`config.mk`:
```
export PLATFORM = sky130hd
export DESIGN_NAME = seit_target
export DESIGN_NICKNAME = d
export VERILOG_FILES = /design/src/hdl/seit_pkg.sv /design/src/hdl/seit_mem.sv /design/src/hdl/seit_target.sv
export SDC_FILE = /design/constraint.sdc
export NUM_CORES = 1
export LEC_CHECK = 0
export BUFFER_PORTS_ARGS = -buffer_cell sky130_fd_sc_hd__buf_2
export CAP_MARGIN = 20
export CORE_ASPECT_RATIO = 1.75
export CORE_MARGIN = 5
export CORE_UTILIZATION = 55
export CTS_CLUSTER_DIAMETER = 40
export DETAILED_ROUTE_END_ITERATION = 10
export PLACE_DENSITY_LB_ADDON = 0.12
export SYNTH_ARGS = -nofsm -noshare
export SYNTH_HDL_FRONTEND = slang
export SYNTH_HIERARCHICAL = 1
export SYNTH_SLANG_ARGS = --single-unit
```
`constraint.sdc`:
```
create_clock -name clk_i -period 3.6 [get_ports clk_i]
set_input_delay 0.72 -clock clk_i [delete_from_list [all_inputs] [get_ports clk_i]]
set_output_delay 0.72 -clock clk_i [all_outputs]
set_load 0.05 [all_outputs]
```
`src/hdl/seit_pkg.sv`:
```
// Package for the serial EEPROM two-wire target.
// Assumes a 50 MHz system clock samples the bus pins.
package seit_pkg;

    // ****************************************************************
    // Addressing
    // ****************************************************************
    localparam logic [3:0]  TYPE_MAIN     = 4'ha;
    localparam logic [3:0]  TYPE_ID       = 4'hb;
    localparam int          BYTE_BITS     = 8;
    localparam logic [3:0]  BIT_LAST      = 4'h8;
    localparam int          PAGE_AW       = 6;
    localparam int          PAGE_ROW_W    = 9;
    localparam int          PAGE_BYTES    = 64;
    localparam logic [PAGE_AW:0] COPY_LAST = 7'h40;
    localparam int          MEM_AW        = 16;
    localparam int          MEM_DEPTH     = 32832;
    localparam logic [15:0] ID_BASE       = 16'h8000;
    localparam int          ID_SEL_BIT    = 2;
    localparam int          LOCK_DATA_BIT = 1;

    // ****************************************************************
    // Pin sampling
    // ****************************************************************
    localparam int          PIN_W         = 6;
    localparam logic [5:0]  PIN_RST       = 6'h03;
    localparam int          PIN_SCL       = 0;
    localparam int          PIN_SDA       = 1;
    localparam int          PIN_WP        = 2;
    localparam int          PIN_STRAP     = 3;

    // ****************************************************************
    // Timing
    // ****************************************************************
    localparam int          CLK_PERIOD_NS = 20;
    localparam int          PROG_TIME_NS  = 3000000;
    localparam int          PROG_CYCLES   = PROG_TIME_NS / CLK_PERIOD_NS;
    localparam int          PROG_CNT_W    = 18;

    // ****************************************************************
    // States
    // ****************************************************************
    typedef enum logic [6:0] {
        ST_IDLE   = 7'h01,
        ST_DEV    = 7'h02,
        ST_ADDR_H = 7'h04,
        ST_ADDR_L = 7'h08,
        ST_DATA   = 7'h10,
        ST_IGNORE = 7'h20,
        ST_PROG   = 7'h40
    } seit_state_type;

endpackage

```
`src/hdl/seit_mem.sv`:
```
// Simple dual-port byte memory with registered read data.
// Assumes one write and one read per clock, same clock domain.
`timescale 1ns/10ps
module seit_mem #(
    parameter int DEPTH = 64,
    parameter int AW    = 6
) (
    input  wire logic          clk_i,
    input  wire logic          we_i,
    input  wire logic [AW-1:0] waddr_i,
    input  wire logic [7:0]    wdata_i,
    input  wire logic [AW-1:0] raddr_i,
    output logic      [7:0]    rdata_o
);

    // ****************************************************************
    // Storage
    // ****************************************************************
    logic [7:0] mem_q [DEPTH];

    always_ff @(posedge clk_i) begin
        if (we_i) begin
            mem_q[waddr_i] <= wdata_i;
        end
    end

    // Read data registered so the owner sees one cycle of latency
    always_ff @(posedge clk_i) begin
        rdata_o <= mem_q[raddr_i];
    end

endmodule

```
`src/hdl/seit_target.sv`:
```
// Two-wire target logic of a serial EEPROM: device select, word
// address, page buffering and the self-timed programming cycle.
// Assumes the pad ring resolves the open-drain data wire and pulls
// floating straps low; the bus pins are asynchronous to clk_i.
//
// Functional notes
// - Data changes only with clock low; high-clock changes are start/stop.
// - Data falling with clock high is start; it opens every command.
// - Data rising with clock high is stop; ends transfer, back to standby.
// - Bytes are eight bits; each received byte acknowledged low on ninth clock.
// - Bits taken on clock rise; data output changes on clock fall.
// - Data line is only pulled low or released, never driven high.
// - Standby at power-up and after stop once programming is done.
// - Device byte follows start; top four bits carry type code.
// - Next three bits compared against the three chip select straps.
// - Unconnected strap inputs read as logic zero.
// - Last device byte bit: one is read, zero is write.
// - Match is acknowledged; mismatch returns to standby, rest ignored.
// - Main array is 512 pages of 64 bytes, 15-bit word address.
// - Write protect high shields whole main array from writes.
// - Write acks address and data; stop launches the programming cycle.
// - Programming cycle for byte or page completes within 3 ms.
// - During programming all bus inputs ignored, no acknowledge.
// - Page write advances in-page index only, wrapping within 64 bytes.
// - Id page write uses type 1011b, select bit zero, low six bits index.
// - Locked id page: data bytes not acknowledged, page unchanged.
// - Polling device byte is acknowledged only after programming ends.
// - Word address comes as high byte then low byte.
// - Id byte write with select bit one and data bit 1 locks page.
`timescale 1ns/10ps
module seit_target #(
    parameter int PROG_CYCLES = seit_pkg::PROG_CYCLES
) (
    input  wire logic       clk_i,
    input  wire logic       arst_n_i,
    input  wire logic       scl_i,
    input  wire logic       sda_i,
    input  wire logic       wp_i,
    input  wire logic [2:0] chip_select_straps_i,
    output logic            sda_o,
    output logic            sda_oe_n_o,
    output logic            standby_o,
    output logic            busy_o,
    output logic            id_locked_o
);

    // ****************************************************************
    // Pin sampling
    // ****************************************************************
    logic [seit_pkg::PIN_W-1:0] pin_raw;
    logic [seit_pkg::PIN_W-1:0] s1_q;
    logic [seit_pkg::PIN_W-1:0] s2_q;
    logic [seit_pkg::PIN_W-1:0] s3_q;
    logic [seit_pkg::PIN_W-1:0] filt_q;

    // Straps rely on the pad pull-down when left open
    assign pin_raw = {chip_select_straps_i, wp_i, sda_i, scl_i};

    // A level counts once stages two and three agree; glitch filter
    for (genvar g = 0; g < seit_pkg::PIN_W; g++) begin : g_sync
        always_ff @(posedge clk_i or negedge arst_n_i) begin
            if (!arst_n_i) begin
                s1_q[g]   <= seit_pkg::PIN_RST[g];
                s2_q[g]   <= seit_pkg::PIN_RST[g];
                s3_q[g]   <= seit_pkg::PIN_RST[g];
                filt_q[g] <= seit_pkg::PIN_RST[g];
            end else begin
                s1_q[g] <= pin_raw[g];
                s2_q[g] <= s1_q[g];
                s3_q[g] <= s2_q[g];
                if (s2_q[g] == s3_q[g]) begin
                    filt_q[g] <= s3_q[g];
                end
            end
        end
    end

    logic       scl_f;
    logic       sda_f;
    logic       wp_f;
    logic [2:0] straps_f;
    logic       scl_prev_q;
    logic       sda_prev_q;

    assign scl_f    = filt_q[seit_pkg::PIN_SCL];
    assign sda_f    = filt_q[seit_pkg::PIN_SDA];
    assign wp_f     = filt_q[seit_pkg::PIN_WP];
    assign straps_f = filt_q[seit_pkg::PIN_STRAP +: 3];

    always_ff @(posedge clk_i or negedge arst_n_i) begin
        if (!arst_n_i) begin
            scl_prev_q <= 1'b1;
            sda_prev_q <= 1'b1;
        end else begin
            scl_prev_q <= scl_f;
            sda_prev_q <= sda_f;
        end
    end

    // ****************************************************************
    // Bus events
    // ****************************************************************
    logic scl_rise;
    logic scl_fall;
    logic start_ev;
    logic stop_ev;

    assign scl_rise = scl_f && !scl_prev_q;
    assign scl_fall = !scl_f && scl_prev_q;
    // Data edges with the clock high are framing, never data
    assign start_ev = scl_f && scl_prev_q && sda_prev_q && !sda_f;
    assign stop_ev  = scl_f && scl_prev_q && !sda_prev_q && sda_f;

    // ****************************************************************
    // Shift register and bit count
    // ****************************************************************
    seit_pkg::seit_state_type state_q;
    logic [3:0]  bit_cnt_q;
    logic [7:0]  shift_q;
    logic        ack_phase_q;
    logic        counting;
    logic        byte_done;
    logic        ack_end;
    logic        in_prog;

    assign in_prog  = (state_q == seit_pkg::ST_PROG);
    assign counting = (state_q == seit_pkg::ST_DEV)
                   || (state_q == seit_pkg::ST_ADDR_H)
                   || (state_q == seit_pkg::ST_ADDR_L)
                   || (state_q == seit_pkg::ST_DATA);
    assign byte_done = counting && scl_fall && !ack_phase_q
                    && (bit_cnt_q == seit_pkg::BIT_LAST);
    assign ack_end   = scl_fall && ack_phase_q;

    always_ff @(posedge clk_i or negedge arst_n_i) begin
        if (!arst_n_i) begin
            bit_cnt_q <= 4'h0;
            shift_q   <= 8'h00;
        end else if ((start_ev && !in_prog) || ack_end) begin
            bit_cnt_q <= 4'h0;
        end else if (counting && scl_rise
                     && bit_cnt_q != seit_pkg::BIT_LAST) begin
            shift_q   <= {shift_q[6:0], sda_f};
            bit_cnt_q <= bit_cnt_q + 4'h1;
        end
    end

    // ****************************************************************
    // Acknowledge decision
    // ****************************************************************
    logic id_q;
    logic locked_q;
    logic lock_sel_q;
    logic dev_match;
    logic ack_now;
    logic buf_we;

    assign dev_match = (shift_q[7:4] == seit_pkg::TYPE_MAIN
                        || shift_q[7:4] == seit_pkg::TYPE_ID)
                    && (shift_q[3:1] == straps_f);

    always_comb begin
        case (state_q)
            seit_pkg::ST_DEV:    ack_now = dev_match;
            seit_pkg::ST_ADDR_H: ack_now = 1'b1;
            seit_pkg::ST_ADDR_L: ack_now = 1'b1;
            // Protected main array still acks; only programming is held
            seit_pkg::ST_DATA:   ack_now = !(id_q && locked_q
                                             && !lock_sel_q);
            default:             ack_now = 1'b0;
        endcase
    end

    // Open drain: only ever pull low or release
    always_ff @(posedge clk_i or negedge arst_n_i) begin
        if (!arst_n_i) begin
            ack_phase_q <= 1'b0;
            sda_oe_n_o  <= 1'b1;
            sda_o       <= 1'b0;
        end else begin
            sda_o <= 1'b0;
            if ((start_ev || stop_ev) && !in_prog) begin
                ack_phase_q <= 1'b0;
                sda_oe_n_o  <= 1'b1;
            end else if (byte_done) begin
                ack_phase_q <= 1'b1;
                sda_oe_n_o  <= !ack_now;
            end else if (ack_end) begin
                ack_phase_q <= 1'b0;
                sda_oe_n_o  <= 1'b1;
            end
        end
    end

    // ****************************************************************
    // Main state machine
    // ****************************************************************
    localparam int PAGE_CW = seit_pkg::PROG_CNT_W;
    logic [PAGE_CW-1:0] prog_cnt_q;
    logic [seit_pkg::PAGE_BYTES-1:0] valid_q;
    logic        lock_req_q;
    logic        prog_go;
    logic        prog_last;

    // Protect pin shields the main array only
    assign prog_go   = (state_q == seit_pkg::ST_DATA)
                    && ((|valid_q) || lock_req_q)
                    && (id_q || !wp_f);
    assign prog_last = in_prog
                    && (prog_cnt_q == PAGE_CW'(PROG_CYCLES - 1));

    always_ff @(posedge clk_i or negedge arst_n_i) begin
        if (!arst_n_i) begin
            state_q <= seit_pkg::ST_IDLE;
        end else if (in_prog) begin
            // Bus ignored until the cell write finishes
            if (prog_last) begin
                state_q <= seit_pkg::ST_IDLE;
            end
        end else if (start_ev) begin
            state_q <= seit_pkg::ST_DEV;
        end else if (stop_ev) begin
            state_q <= prog_go ? seit_pkg::ST_PROG
                               : seit_pkg::ST_IDLE;
        end else if (byte_done) begin
            case (state_q)
                seit_pkg::ST_DEV: begin
                    if (!dev_match) begin
                        state_q <= seit_pkg::ST_IDLE;
                    end else if (shift_q[0]) begin
                        state_q <= seit_pkg::ST_IGNORE;
                    end else begin
                        state_q <= seit_pkg::ST_ADDR_H;
                    end
                end
                seit_pkg::ST_ADDR_H: state_q <= seit_pkg::ST_ADDR_L;
                seit_pkg::ST_ADDR_L: state_q <= seit_pkg::ST_DATA;
                default:             state_q <= state_q;
            endcase
        end
    end

    // ****************************************************************
    // Address capture and page buffer
    // ****************************************************************
    logic [7:0]                     addr_hi_q;
    logic [seit_pkg::PAGE_ROW_W-1:0] page_q;
    logic [seit_pkg::PAGE_AW-1:0]   idx_q;

    assign buf_we = byte_done && (state_q == seit_pkg::ST_DATA)
                 && !lock_sel_q && ack_now;

    always_ff @(posedge clk_i or negedge arst_n_i) begin
        if (!arst_n_i) begin
            id_q       <= 1'b0;
            addr_hi_q  <= 8'h00;
            page_q     <= '0;
            idx_q      <= '0;
            lock_sel_q <= 1'b0;
        end else if (byte_done) begin
            case (state_q)
                seit_pkg::ST_DEV:
                    id_q <= (shift_q[7:4] == seit_pkg::TYPE_ID);
                seit_pkg::ST_ADDR_H:
                    addr_hi_q <= shift_q;
                seit_pkg::ST_ADDR_L: begin
                    // High byte top bit dropped: 15-bit space
                    page_q     <= {addr_hi_q[6:0], shift_q[7:6]};
                    idx_q      <= shift_q[5:0];
                    lock_sel_q <= id_q
                               && addr_hi_q[seit_pkg::ID_SEL_BIT];
                end
                default: begin
                    if (buf_we) begin
                        idx_q <= idx_q + 6'h01;
                    end
                end
            endcase
        end
    end

    // Valid mask marks which page slots hold new bytes
    always_ff @(posedge clk_i or negedge arst_n_i) begin
        if (!arst_n_i) begin
            valid_q    <= '0;
            lock_req_q <= 1'b0;
        end else if ((start_ev && !in_prog) || prog_last) begin
            valid_q    <= '0;
            lock_req_q <= 1'b0;
        end else if (byte_done && state_q == seit_pkg::ST_DATA) begin
            if (buf_we) begin
                valid_q[idx_q] <= 1'b1;
            end
            if (lock_sel_q && shift_q[seit_pkg::LOCK_DATA_BIT]) begin
                lock_req_q <= 1'b1;
            end
        end
    end

    // ****************************************************************
    // Programming cycle
    // ****************************************************************
    logic [seit_pkg::PAGE_AW-1:0] cp_idx;
    logic        in_copy;
    logic        mem_we;
    logic [15:0] mem_addr;
    logic [7:0]  buf_rdata;

    assign cp_idx  = seit_pkg::PAGE_AW'(prog_cnt_q - PAGE_CW'(1));
    assign in_copy = in_prog && prog_cnt_q != '0
                  && prog_cnt_q <= PAGE_CW'(seit_pkg::COPY_LAST);
    assign mem_we  = in_copy && valid_q[cp_idx];
    assign mem_addr = id_q ? (seit_pkg::ID_BASE | 16'(cp_idx))
                           : {1'b0, page_q, cp_idx};

    always_ff @(posedge clk_i or negedge arst_n_i) begin
        if (!arst_n_i) begin
            prog_cnt_q <= '0;
        end else if (in_prog && !prog_last) begin
            prog_cnt_q <= prog_cnt_q + PAGE_CW'(1);
        end else begin
            prog_cnt_q <= '0;
        end
    end

    // Lock kept in a flop here; nonvolatile on silicon
    always_ff @(posedge clk_i or negedge arst_n_i) begin
        if (!arst_n_i) begin
            locked_q <= 1'b0;
        end else if (prog_last && lock_req_q) begin
            locked_q <= 1'b1;
        end
    end

    seit_mem #(.DEPTH(seit_pkg::PAGE_BYTES), .AW(seit_pkg::PAGE_AW))
    u_page_buf (
        .clk_i   (clk_i),
        .we_i    (buf_we),
        .waddr_i (idx_q),
        .wdata_i (shift_q),
        .raddr_i (prog_cnt_q[seit_pkg::PAGE_AW-1:0]),
        .rdata_o (buf_rdata)
    );

    seit_mem #(.DEPTH(seit_pkg::MEM_DEPTH), .AW(seit_pkg::MEM_AW))
    u_array (
        .clk_i   (clk_i),
        .we_i    (mem_we),
        .waddr_i (mem_addr),
        .wdata_i (buf_rdata),
        .raddr_i (mem_addr),
        .rdata_o ()
    );

    // ****************************************************************
    // Status outputs
    // ****************************************************************
    always_ff @(posedge clk_i or negedge arst_n_i) begin
        if (!arst_n_i) begin
            standby_o   <= 1'b1;
            busy_o      <= 1'b0;
            id_locked_o <= 1'b0;
        end else begin
            standby_o   <= (state_q == seit_pkg::ST_IDLE);
            busy_o      <= in_prog;
            id_locked_o <= locked_q;
        end
    end
endmodule

```
After elaboration in Yosys (flattened, before gate mapping)

Cells that the tools add are included.
Widths: inputs -> output; s select.

$mul: 0
Add/sub/neg operators: 3
Reductions and logical operators: 68
Divide/modulo/power cells: 0
Eq/ne operators: 19
Bitwise logic cells: 3
Magnitude comparators: 2
Muxes and demuxes: 29
Shift operators: 0

Operators by type and width:

| cell                  | number |
|---|---|
| $mux 64               | 3 |
| $or 64x64->64         | 1 |
| $reduce_or 64->1      | 1 |
| $mux 7                | 6 |
| $logic_and 1x1->1     | 29 |
| $pmux 7 s3            | 1 |
| $add 18x1->18 const B | 1 |
| $eq 18x18->1 const B  | 1 |
| $mux 18               | 1 |
| $mux 6                | 3 |
| $eq 4x4->1 const B    | 3 |
| $pmux 6 s2            | 1 |
| $reduce_and 2->1      | 6 |
| $logic_not 1->1       | 11 |
| $mux 1                | 10 |
| $reduce_bool 2->1     | 5 |
| $logic_or 1x1->1      | 9 |
| $mux 4                | 2 |
| $eq 7x1->1 const B    | 1 |
| $eq 7x2->1 const B    | 1 |
| $eq 7x3->1 const B    | 1 |
| $eq 7x4->1 const B    | 1 |
| $eq 7x5->1 const B    | 1 |
| $eq 7x7->1 const B    | 1 |
| other kinds (16)      | 24 |

Output and inout port bits: 5
Word-level logic and storage cells: 166
Memory bits (writable): 0
Memory bits (read-only): 0
Memories: 0
Bits in latches: 0
Bits in registers: 145

Logic depth before layout (Yosys ltp)

Gate-level depths: netlist (run 1).

Depth after elaboration: 13
Depth in mapped cells: 9
Mapped depth without buffers: 7

Worst setup path before layout (run 1)

No wires, ideal clock.

Kind: reg-to-reg
Start: reg bit_cnt_q[0]
End: reg idx_q[1] (netlist bit)
Path slack: 0.969 ns
Data arrival time: 2.506 ns
Buffers on the path: 1
Stages on the path, launching flop included: 9
Cells stage by stage: dfrtp_1 -> inv_1 -> ha_1 -> and3b_1 -> clkbuf_1 -> nand4b_2 -> o22a_1 -> nor3_4 -> mux2_2

Longest elaborated chain between the ends: 7

Ends and longest elaborated chain:

| what                                  | RTL line           | RTL |
|---|---|---|
| from (decl)                           | seit_target.sv:118 | `logic [3:0] bit_cnt_q;` |
| from (signal assigned)                | seit_target.sv:144 | `bit_cnt_q <= bit_cnt_q + 4'h1;` |
| $eq 4x4->1 (*)                        | seit_target.sv:132 | `&& (bit_cnt_q == seit_pkg::BIT_LAST);` |
| $logic_and 1x1->1 (*)                 | seit_target.sv:132 |  |
| $logic_and 1x1->1                     | seit_target.sv:250 | `assign buf_we = byte_done && (state_q == seit_pkg::ST_DATA)` |
| $logic_and 1x1->1 (2 in a row)        | seit_target.sv:251 | `&& !lock_sel_q && ack_now;` |
| $reduce_bool 2->1 (no source line)    | --                 |  |
| $reduce_and 3->1 (no source line) (*) | --                 |  |
| to (signal assigned)                  | seit_target.sv:269 | `idx_q <= shift_q[5:0];` |
| to (signal assigned)                  | seit_target.sv:275 | `idx_q <= idx_q + 6'h01;` |
| to (decl)                             | seit_target.sv:248 | `logic [seit_pkg::PAGE_AW-1:0] idx_q;` |

Mark *: on every way between the ends. The rest lies on a longest branch, timed or not.
A chain may end at the register's enable or synchronous reset.

Worst setup path in the final report (run 1)

Start: reg state_q[1]
End: reg shift_q[7]

Longest elaborated chain between the ends: 7

Ends and longest elaborated chain:

| what                                            | RTL line                               | RTL |
|---|---|---|
| from (decl)                                     | seit_target.sv:117                     | `seit_pkg::seit_state_type state_q;` |
| from (signal assigned)                          | seit_target.sv:214                     | `state_q <= seit_pkg::ST_IDLE;` |
| from (signal assigned)                          | seit_target.sv:218                     | `state_q <= seit_pkg::ST_IDLE;` |
| from (signal assigned)                          | seit_target.sv:221                     | `state_q <= seit_pkg::ST_DEV;` |
| $eq 7x2->1 / $eq 7x3->1 (equally long branches) | seit_target.sv:127, seit_target.sv:128 |  |
| $logic_or 1x1->1                                | seit_target.sv:128                     | `\|\| (state_q == seit_pkg::ST_ADDR_H)` |
| $logic_or 1x1->1                                | seit_target.sv:129                     | `\|\| (state_q == seit_pkg::ST_ADDR_L)` |
| $logic_or 1x1->1                                | seit_target.sv:130                     | `\|\| (state_q == seit_pkg::ST_DATA);` |
| $logic_and 1x1->1                               | seit_target.sv:141                     | `end else if (counting && scl_rise` |
| $logic_and 1x1->1                               | seit_target.sv:142                     | `&& bit_cnt_q != seit_pkg::BIT_LAST) begin` |
| $reduce_and 2->1 (no source line) (*)           | --                                     |  |
| to (signal assigned)                            | seit_target.sv:143                     | `shift_q <= {shift_q[6:0], sda_f};` |
| to (decl)                                       | seit_target.sv:119                     | `logic [7:0] shift_q;` |

Marks and branches as above.

==> results.md, run 1 <==
- Post-Syn Area per Cell: 11.09 um^2
- Placed Cells: 678
- Synth Instances: 555
- Max Root-Sink Buffers: 2
- Pwr dens: 548.7 nW/um^2
- RSZ-0062 raised after global routing: false
- Top cells by count, synth: dfrtp_1 (130), nor2_1 (92), a21oi_1 (71)
- Site row count: 51
- Pin count of the biggest net entering global routing: 113
- Most frequent cell after synthesis: dfrtp_1
- IR drop worst, VDD: 0.4308 mV
- Sw frac: 23.92%
- Sw Pwr: 908.7 uW
- Post-synth top area share: between 50% and 60%
- Distinct cells, synth: 62
- Initial antenna violation count: 0
- Hpwl dp: 8860 um
- Fin crit period: between 2 and 3 ns
- Die area: ~13000 um^2
- Post-synthesis cell area: 6157 um^2
- Cell accounting for the most synthesized area: dfrtp_1
- Final Hold Fails: 0
- Internal power: 2890 uW
- Crit Path Class: reg2reg
- Main area contributors after synthesis: dfrtp_1 (53%), a21oi_1 (5.8%), nor2_1 (5.6%), dfstp_2 (5.5%), nor4_4 (2.4%)
- CTS root buf: clkbuf_16
- Non-filler cells in the finished layout: between 700 and 800
- Yosys reg bits: 143
- Final WL: 13020 um
- Global-route wire length before repair: around 22000 um
- CP Cell Sequence: or4_4 -> or4b_4 -> a21boi_4 -> nor3_4 -> mux2_2
- DRT iter0 DRCs: approximately 240
- Die height: 150.0 um
- Leak: 0.003159 uW
- TritonCTS clock tree: yes
- Tot GR Track Use: 20.50%
- Io pins: 13
- Arr. time, crit path: 3.23 ns
- CTS H-Tree Depth: 4
- Number of global-route vias before repair: between 4000 and 5000
- Setup TNS: 0 ns
- Top delay family on crit path: simple AND/OR/NAND/NOR gates
- Drt wl/cell: 18.34 um
- Fin crit share: approximately four fifths
- Slew Limit Fails: 0
- Antenna diode count: 0
- DP Area: 6316 um^2
- Final Cell Area: just under 7000 um^2
- Rel. slew slack: 31.98%
- Peak Freq: 341.2 MHz
- CTS buffer count: 17
- Type of origin of the critical path: flip-flop
- CP max-delay cell: or4b_4
- Final ANT Viol Nets: 0
- Drt drc: 0
- Sequential area share after synthesis: roughly three fifths
- Clock network power share: 46.7%
- Setup-failing EPs final: 0
- Part of the power in registers: 46.5%
- Post-synth ARST share: 100.0%
- Clock sink count: 143
- Vias after detailed routing: 4297
- Drt first pass iters: 4
- Yosys warnings: 6
- Nets@finish: between 500 and 600
- Hold WC Path Type: reg2reg
- Global route overflow: 0
- Share of cells above drive strength 1: between 10% and 20%
- Initial core utilization: 55.77%
- Logic pwr share: between 6 and 7%
- Drt via density: a little over 6
- Core area: 11040 um^2
- P&R area growth vs syn: 12.44%
- Worst-path maximum fanout: 16
- EDFF count, synth: 0
- Clock Skews: between 0.007 and 0.008 ns
- WP buf/inv: 0
- Clock-pin slew of the registers on the worst-case setup and hold paths: 0.06 ns
- MaxCap Viol Count: 0
- Critical Path Sink Type: flip-flop
- Outcome: completed
- Worst-Skew Late Latency: 0.42 ns
- WP data required: 3.90 ns
- Gpl congestion: 0.8753
- PostCTS Resize Cnt: 0
- Ys flop type: dfrtp_1
- Post-CTS setup buffers: 0
- Port Buffers: 11
- CTS Hold Buffers Added: 0
- Width of the die: between 80 and 90 um
- Slowest Stage Delay on Critical Path: around 0.67 ns
- Synthesized Nets: around 570
- Worst-Margin Slew: 1.018 ns
==> power by group through the flow <==
stage	sequential [uW]	combinational, uW	clock [uW]
2_1_floorplan	1780	170	0
3_3_place_gp	1790	252	0
3_5_place_dp	1790	263	0
4_1_cts	1770	265	1800
5_1_grt	1770	292	1880
6_report	1770	261	1770
==> cells by family (layout without fill, tap and decap cells) <==
family | count (synthesis) | in the layout | synth area share, %
and+or+nand+nor | 215 | 215 | 20.10
DFF | 143 | 143 | 58.38
buffers and inverters | 35 | 58 | 2.703
xor gates and xnor gates | 18 | 18 | 2.560
muxes | 14 | 14 | 2.520
other | 1 | 1 | 0.06090
AOI/OAI and AO/OA | 119 | 119 | 11.89
adders and majority gates | 10 | 10 | 1.788
==> state kept, by name (all words and copies together) (netlist names), 3 cells and up <==
| signal | count |
|---|---|
| bit_cnt_q | 4 |
| filt_q | 3 |
| prog_cnt_q | 18 |
| s3_q | 6 |
| shift_q | 8 |
| valid_q | 64 |
| idx_q | 6 |
| state_q | 7 |
| s1_q | 6 |
| s2_q | 6 |
==> through the flow <==
stage / utilization [%] / hold WS, ns / total power [uW] / setup slack [ns]
3_5_place_dp: 57.21 / 0.3358 / 2057 / 0.6676
4_1_cts: 62.64 / 0.3496 / 3835 / 0.6666
6_report: 62.71 / 0.3476 / 3799 / 0.6691
3_3_place_gp: 57.11 / 0.3347 / 2045 / 0.7435
2_1_floorplan: - / 0.3312 / 1954 / 0.9691
5_1_grt: 62.71 / 0.3544 / 3948 / 0.5593
==> routing by layer <==
metal / routed length [um] / part of all wire (%) / global-route usage (%) / vias up
li1: - / - / - / 2004
met1: 5144 / 40 / 23.62 / 2151
met2: 6855 / 53 / 35.01 / 99
met3: 480 / 3.7 / 4.427 / 43
met4: 539 / 4.1 / 11.92 / 0
met5: 0 / 0 / 0 / -
==> layout by cell type (no fill, tap or decap), types with 4 or more instances in the layout <==
| cell | synthesis | layout |
|---|---|---|
| a21oi_1 | 71 | 71 |
| ha_1 | 4 | 4 |
| a2bb2oi_1 | 5 | 5 |
| o31ai_1 | 6 | 6 |
| xnor2_1 | 11 | 11 |
| nand2_1 | 18 | 18 |
| dfstp_2 | 13 | 13 |
| mux2_2 | 12 | 12 |
| xor2_1 | 7 | 7 |
| nand4_1 | 8 | 8 |
| o21ai_0 | 11 | 11 |
| nor3_1 | 9 | 9 |
| inv_6 | 0 | 4 |
| nor3b_1 | 5 | 5 |
| nand3_1 | 16 | 16 |
| dfrtp_1 | 130 | 130 |
| and3_1 | 5 | 5 |
| buf_2 | 1 | 10 |
| nor4_4 | 7 | 7 |
| clkbuf_16 | 0 | 17 |
| maj3_1 | 6 | 6 |
| nor4_1 | 21 | 21 |
| nor2_1 | 92 | 92 |
| inv_1 | 10 | 10 |
| nand2b_1 | 6 | 6 |
==> cell type report <==
| class | count | area [um^2] |
|---|---|---|
| inverter | 11 | 41.29 |
| fill | 879 | 4116 |
| multi-input combinational | 377 | 2407 |
| clock inverter | 12 | 156.4 |
| tap | 132 | 165.2 |
| clock buffer | 19 | 442.9 |
| timing repair buffer | 16 | 115.1 |
| sequential | 143 | 3595 |
==> final timing paths <==
path | start | endpoint | slack (ns) | cells after the start
min reg2reg | s1_q[3] | s2_q[3] | 0.35 | 0
max | state_q[1] | shift_q[7] | 0.67 | 5
min in group asynchronous | arst_n_i | bit_cnt_q[0] | 0.41 | 1
min | s1_q[3] | s2_q[3] | 0.35 | 0
max reg2reg | state_q[1] | shift_q[7] | 0.67 | 5
max in group asynchronous | arst_n_i | valid_q[20] | 2.29 | 2
No activity file was read; power rests on OpenSTA's default activity.
==> run 2: changes to the inputs <==
clock period = 3 ns   (was 3.6 ns; I/O delays follow)
==> run 2 against run 1 <==
- flip-flop and latch count unchanged
- cell count increased by 1.7%
- cell area rose by 1.0%
- combinational power is 22% higher
- worst hold slack worse by 0.20 ns
- setup slack lost 0.49 ns
- total power is 18% higher
- largest power group unchanged
- highest routed layer unchanged
- sequential power up 20%
- via count up 1.5%
- count of clock-buffer cells in the layout grew 3
- routed wire length rose by 2.8%
- register-to-register slack worse by 0.49 ns
==> results.md, run 2 (synthesis results as in run 1) <==
- Global-route wire length before repair: 22470 um (+1.6%)
- Final ANT Viol Nets: 0 (unchanged)
- Leak: 0.003200 uW (+1.3%)
- Max Root-Sink Buffers: 2 (unchanged)
- TritonCTS clock tree: yes
- Fin crit period: 2.824 ns (-0.1070 ns)
- Tot GR Track Use: 21.05% (+0.54 points)
- Crit Path Class: reg2reg
- Setup TNS: 0 ns (unchanged)
- Setup-failing EPs final: 0 (unchanged)
- Critical Path Sink Type: flip-flop
- PostCTS Resize Cnt: 0 (unchanged)
- Port Buffers: 11 (unchanged)
- Drt first pass iters: 5 (+1)
- Io pins: 13 (unchanged)
- Final Cell Area: 6994 um^2 (+1.0%)
- Worst-path maximum fanout: 13 (-3)
- IR drop worst, VDD: 0.4651 mV (+8.0%)
- Hpwl dp: 9042 um (+2.0%)
- WP data required: 3.30 ns (-0.60 ns)
- Drt wl/cell: 18.53 um (+1.1%)
- Pwr dens: 638.2 nW/um^2 (+16%)
- RR Startpoint: state_q[1]
- Slowest Stage Delay on Critical Path: 0.58 ns (-0.09 ns)
- Type of origin of the critical path: flip-flop
- Outcome: completed
- Antenna diode count: 0 (unchanged)
- MaxCap Viol Count: 0 (unchanged)
- P&R area growth vs syn: 13.59%
- Clock Skews: 0.007167 ns (-0.0006265 ns)
- Worst-Skew Late Latency: 0.42 ns (about the same)
- Nets@finish: 589 (+1.9%)
- Clock-pin slew of the registers on the worst-case setup and hold paths: 0.06 ns (about the same)
- Site row count: 51 (unchanged)
- CTS buffer count: 17 (unchanged)
- DP Area: 6419 um^2 (+1.6%)
- Commonest non-fill, non-tap cell in the layout: dfrtp_1
- Die height: 150.0 um (unchanged)
- Most frequent cells in the layout: dfrtp_1 (130), nor2_1 (92), a21oi_1 (71)
- CTS root buf: clkbuf_16
- Initial antenna violation count: 0 (unchanged)
- Fin crit share: 94.13% (+13 points)
- Final Hold Fails: 0 (unchanged)
- FILL cells: 874 (-0.57%)
- Rel. slew slack: 32.19% (+0.22 points)
- Slew Limit Fails: 0 (unchanged)
- Final WL: 13380 um (+2.8%)
- Arr. time, crit path: 3.12 ns (-0.11 ns)
- CP Cell Sequence: or4_4 -> or4b_4 -> buf_4 -> o22a_1 -> nor3_4 -> mux2_2
- Overall power: 4464 uW (+18%)
- Share of cells above drive strength 1: 17.12% (+1.5 points)
- CP max-delay cell: or4_4
- Initial core utilization: 55.77% (unchanged)
- Width of the die: 89.98 um (unchanged)
- CTS Hold Buffers Added: 0 (unchanged)
- Vias after detailed routing: 4363 (+1.5%)
- Peak Freq: 354.1 MHz (+3.8%)
- Core area: 11040 um^2 (unchanged)
- Register area: 3595 um^2 (unchanged)
- Pin count of the biggest net entering global routing: 66 (-42%)
- CTS H-Tree Depth: 4 (unchanged)
- Largest regs: valid_q x64, prog_cnt_q x18, shift_q x8
- DRT iter0 DRCs: 251 (+6.4%)
- R2R Setup Slk: 0.18 ns (-0.49 ns)
- Clock sink count: 143 (unchanged)
- Gpl congestion: 0.8564 (-2.2%)
- Area occupied by multi-input gates: 2407 um^2 (unchanged)
- Post-CTS setup buffers: 0 (unchanged)
- Drt via density: 6.043 (-0.15%)
- Global route overflow: 0 (unchanged)
- Die area: 13490 um^2 (unchanged)
- RSZ-0062 raised after global routing: false
- CP startpoint: state_q[1]
- Max reg flops: 64 (unchanged)
- Top reg by flops: valid_q
- Hold WC Path Type: in2async
- Number of global-route vias before repair: 4459 (-0.11%)
- Drt drc: 0 (unchanged)
- Worst-Margin Slew: 1.015 ns (-0.003261 ns)
## run 2: layout make-up
class	instances	area share [%]
inverter	11	0.5903
sequential	143	51.40
clock buffer	22	6.780
clock inverter	10	1.449
tap	132	2.361
timing repair buffer	27	3.005
multi-input combinational	377	34.42
## run 2: report_power, final
part / switching [uW] / internal [uW]
sequential: 93.1 / 2020
clock: 811 / 1220
combinational: 202 / 117
total: 1110 / 3360
## run 2: worst max-delay path, delay by kind of cell (launching register included)
kind	cells	cell delay (ns)
simple gates	3	1.35
compound gates	1	0.30
flops	1	0.45
mux	1	0.37
buf+inv	1	0.24
## run 2: layer usage
metal	GRT usage, %	share of wire, %	vias up
met5	0	0	-
met4	10.80	3.4	0
met3	5.080	4.2	37
met2	35.48	52	119
met1	24.96	40	2176
li1	-	-	2031
## run 2: path summary, 6_finish.rpt
| path | depth (start not counted) | to |
|---|---|---|
| max in group asynchronous | 2 | valid_q[38] |
| setup reg to reg | 6 | idx_q[1] |
| min in group clk_i | 1 | s1_q[1] |
| hold reg to reg | 0 | s2_q[3] |
| setup / recovery | 6 | idx_q[1] |
| hold / removal | 1 | s2_q[2] |
## run 2: per-stage QoR
stage	setup WS, ns	std cells	hold WS, ns	utilization, %
after floorplan	0.3691	555	0.3044	-
after global placement	0.2853	689	0.3350	58.04
after detailed placement	0.2170	690	0.3347	58.14
after CTS	0.1986	722	0.1708	63.36
after global routing	0.06941	722	0.1885	63.36
final	0.1761	722	0.1514	63.36
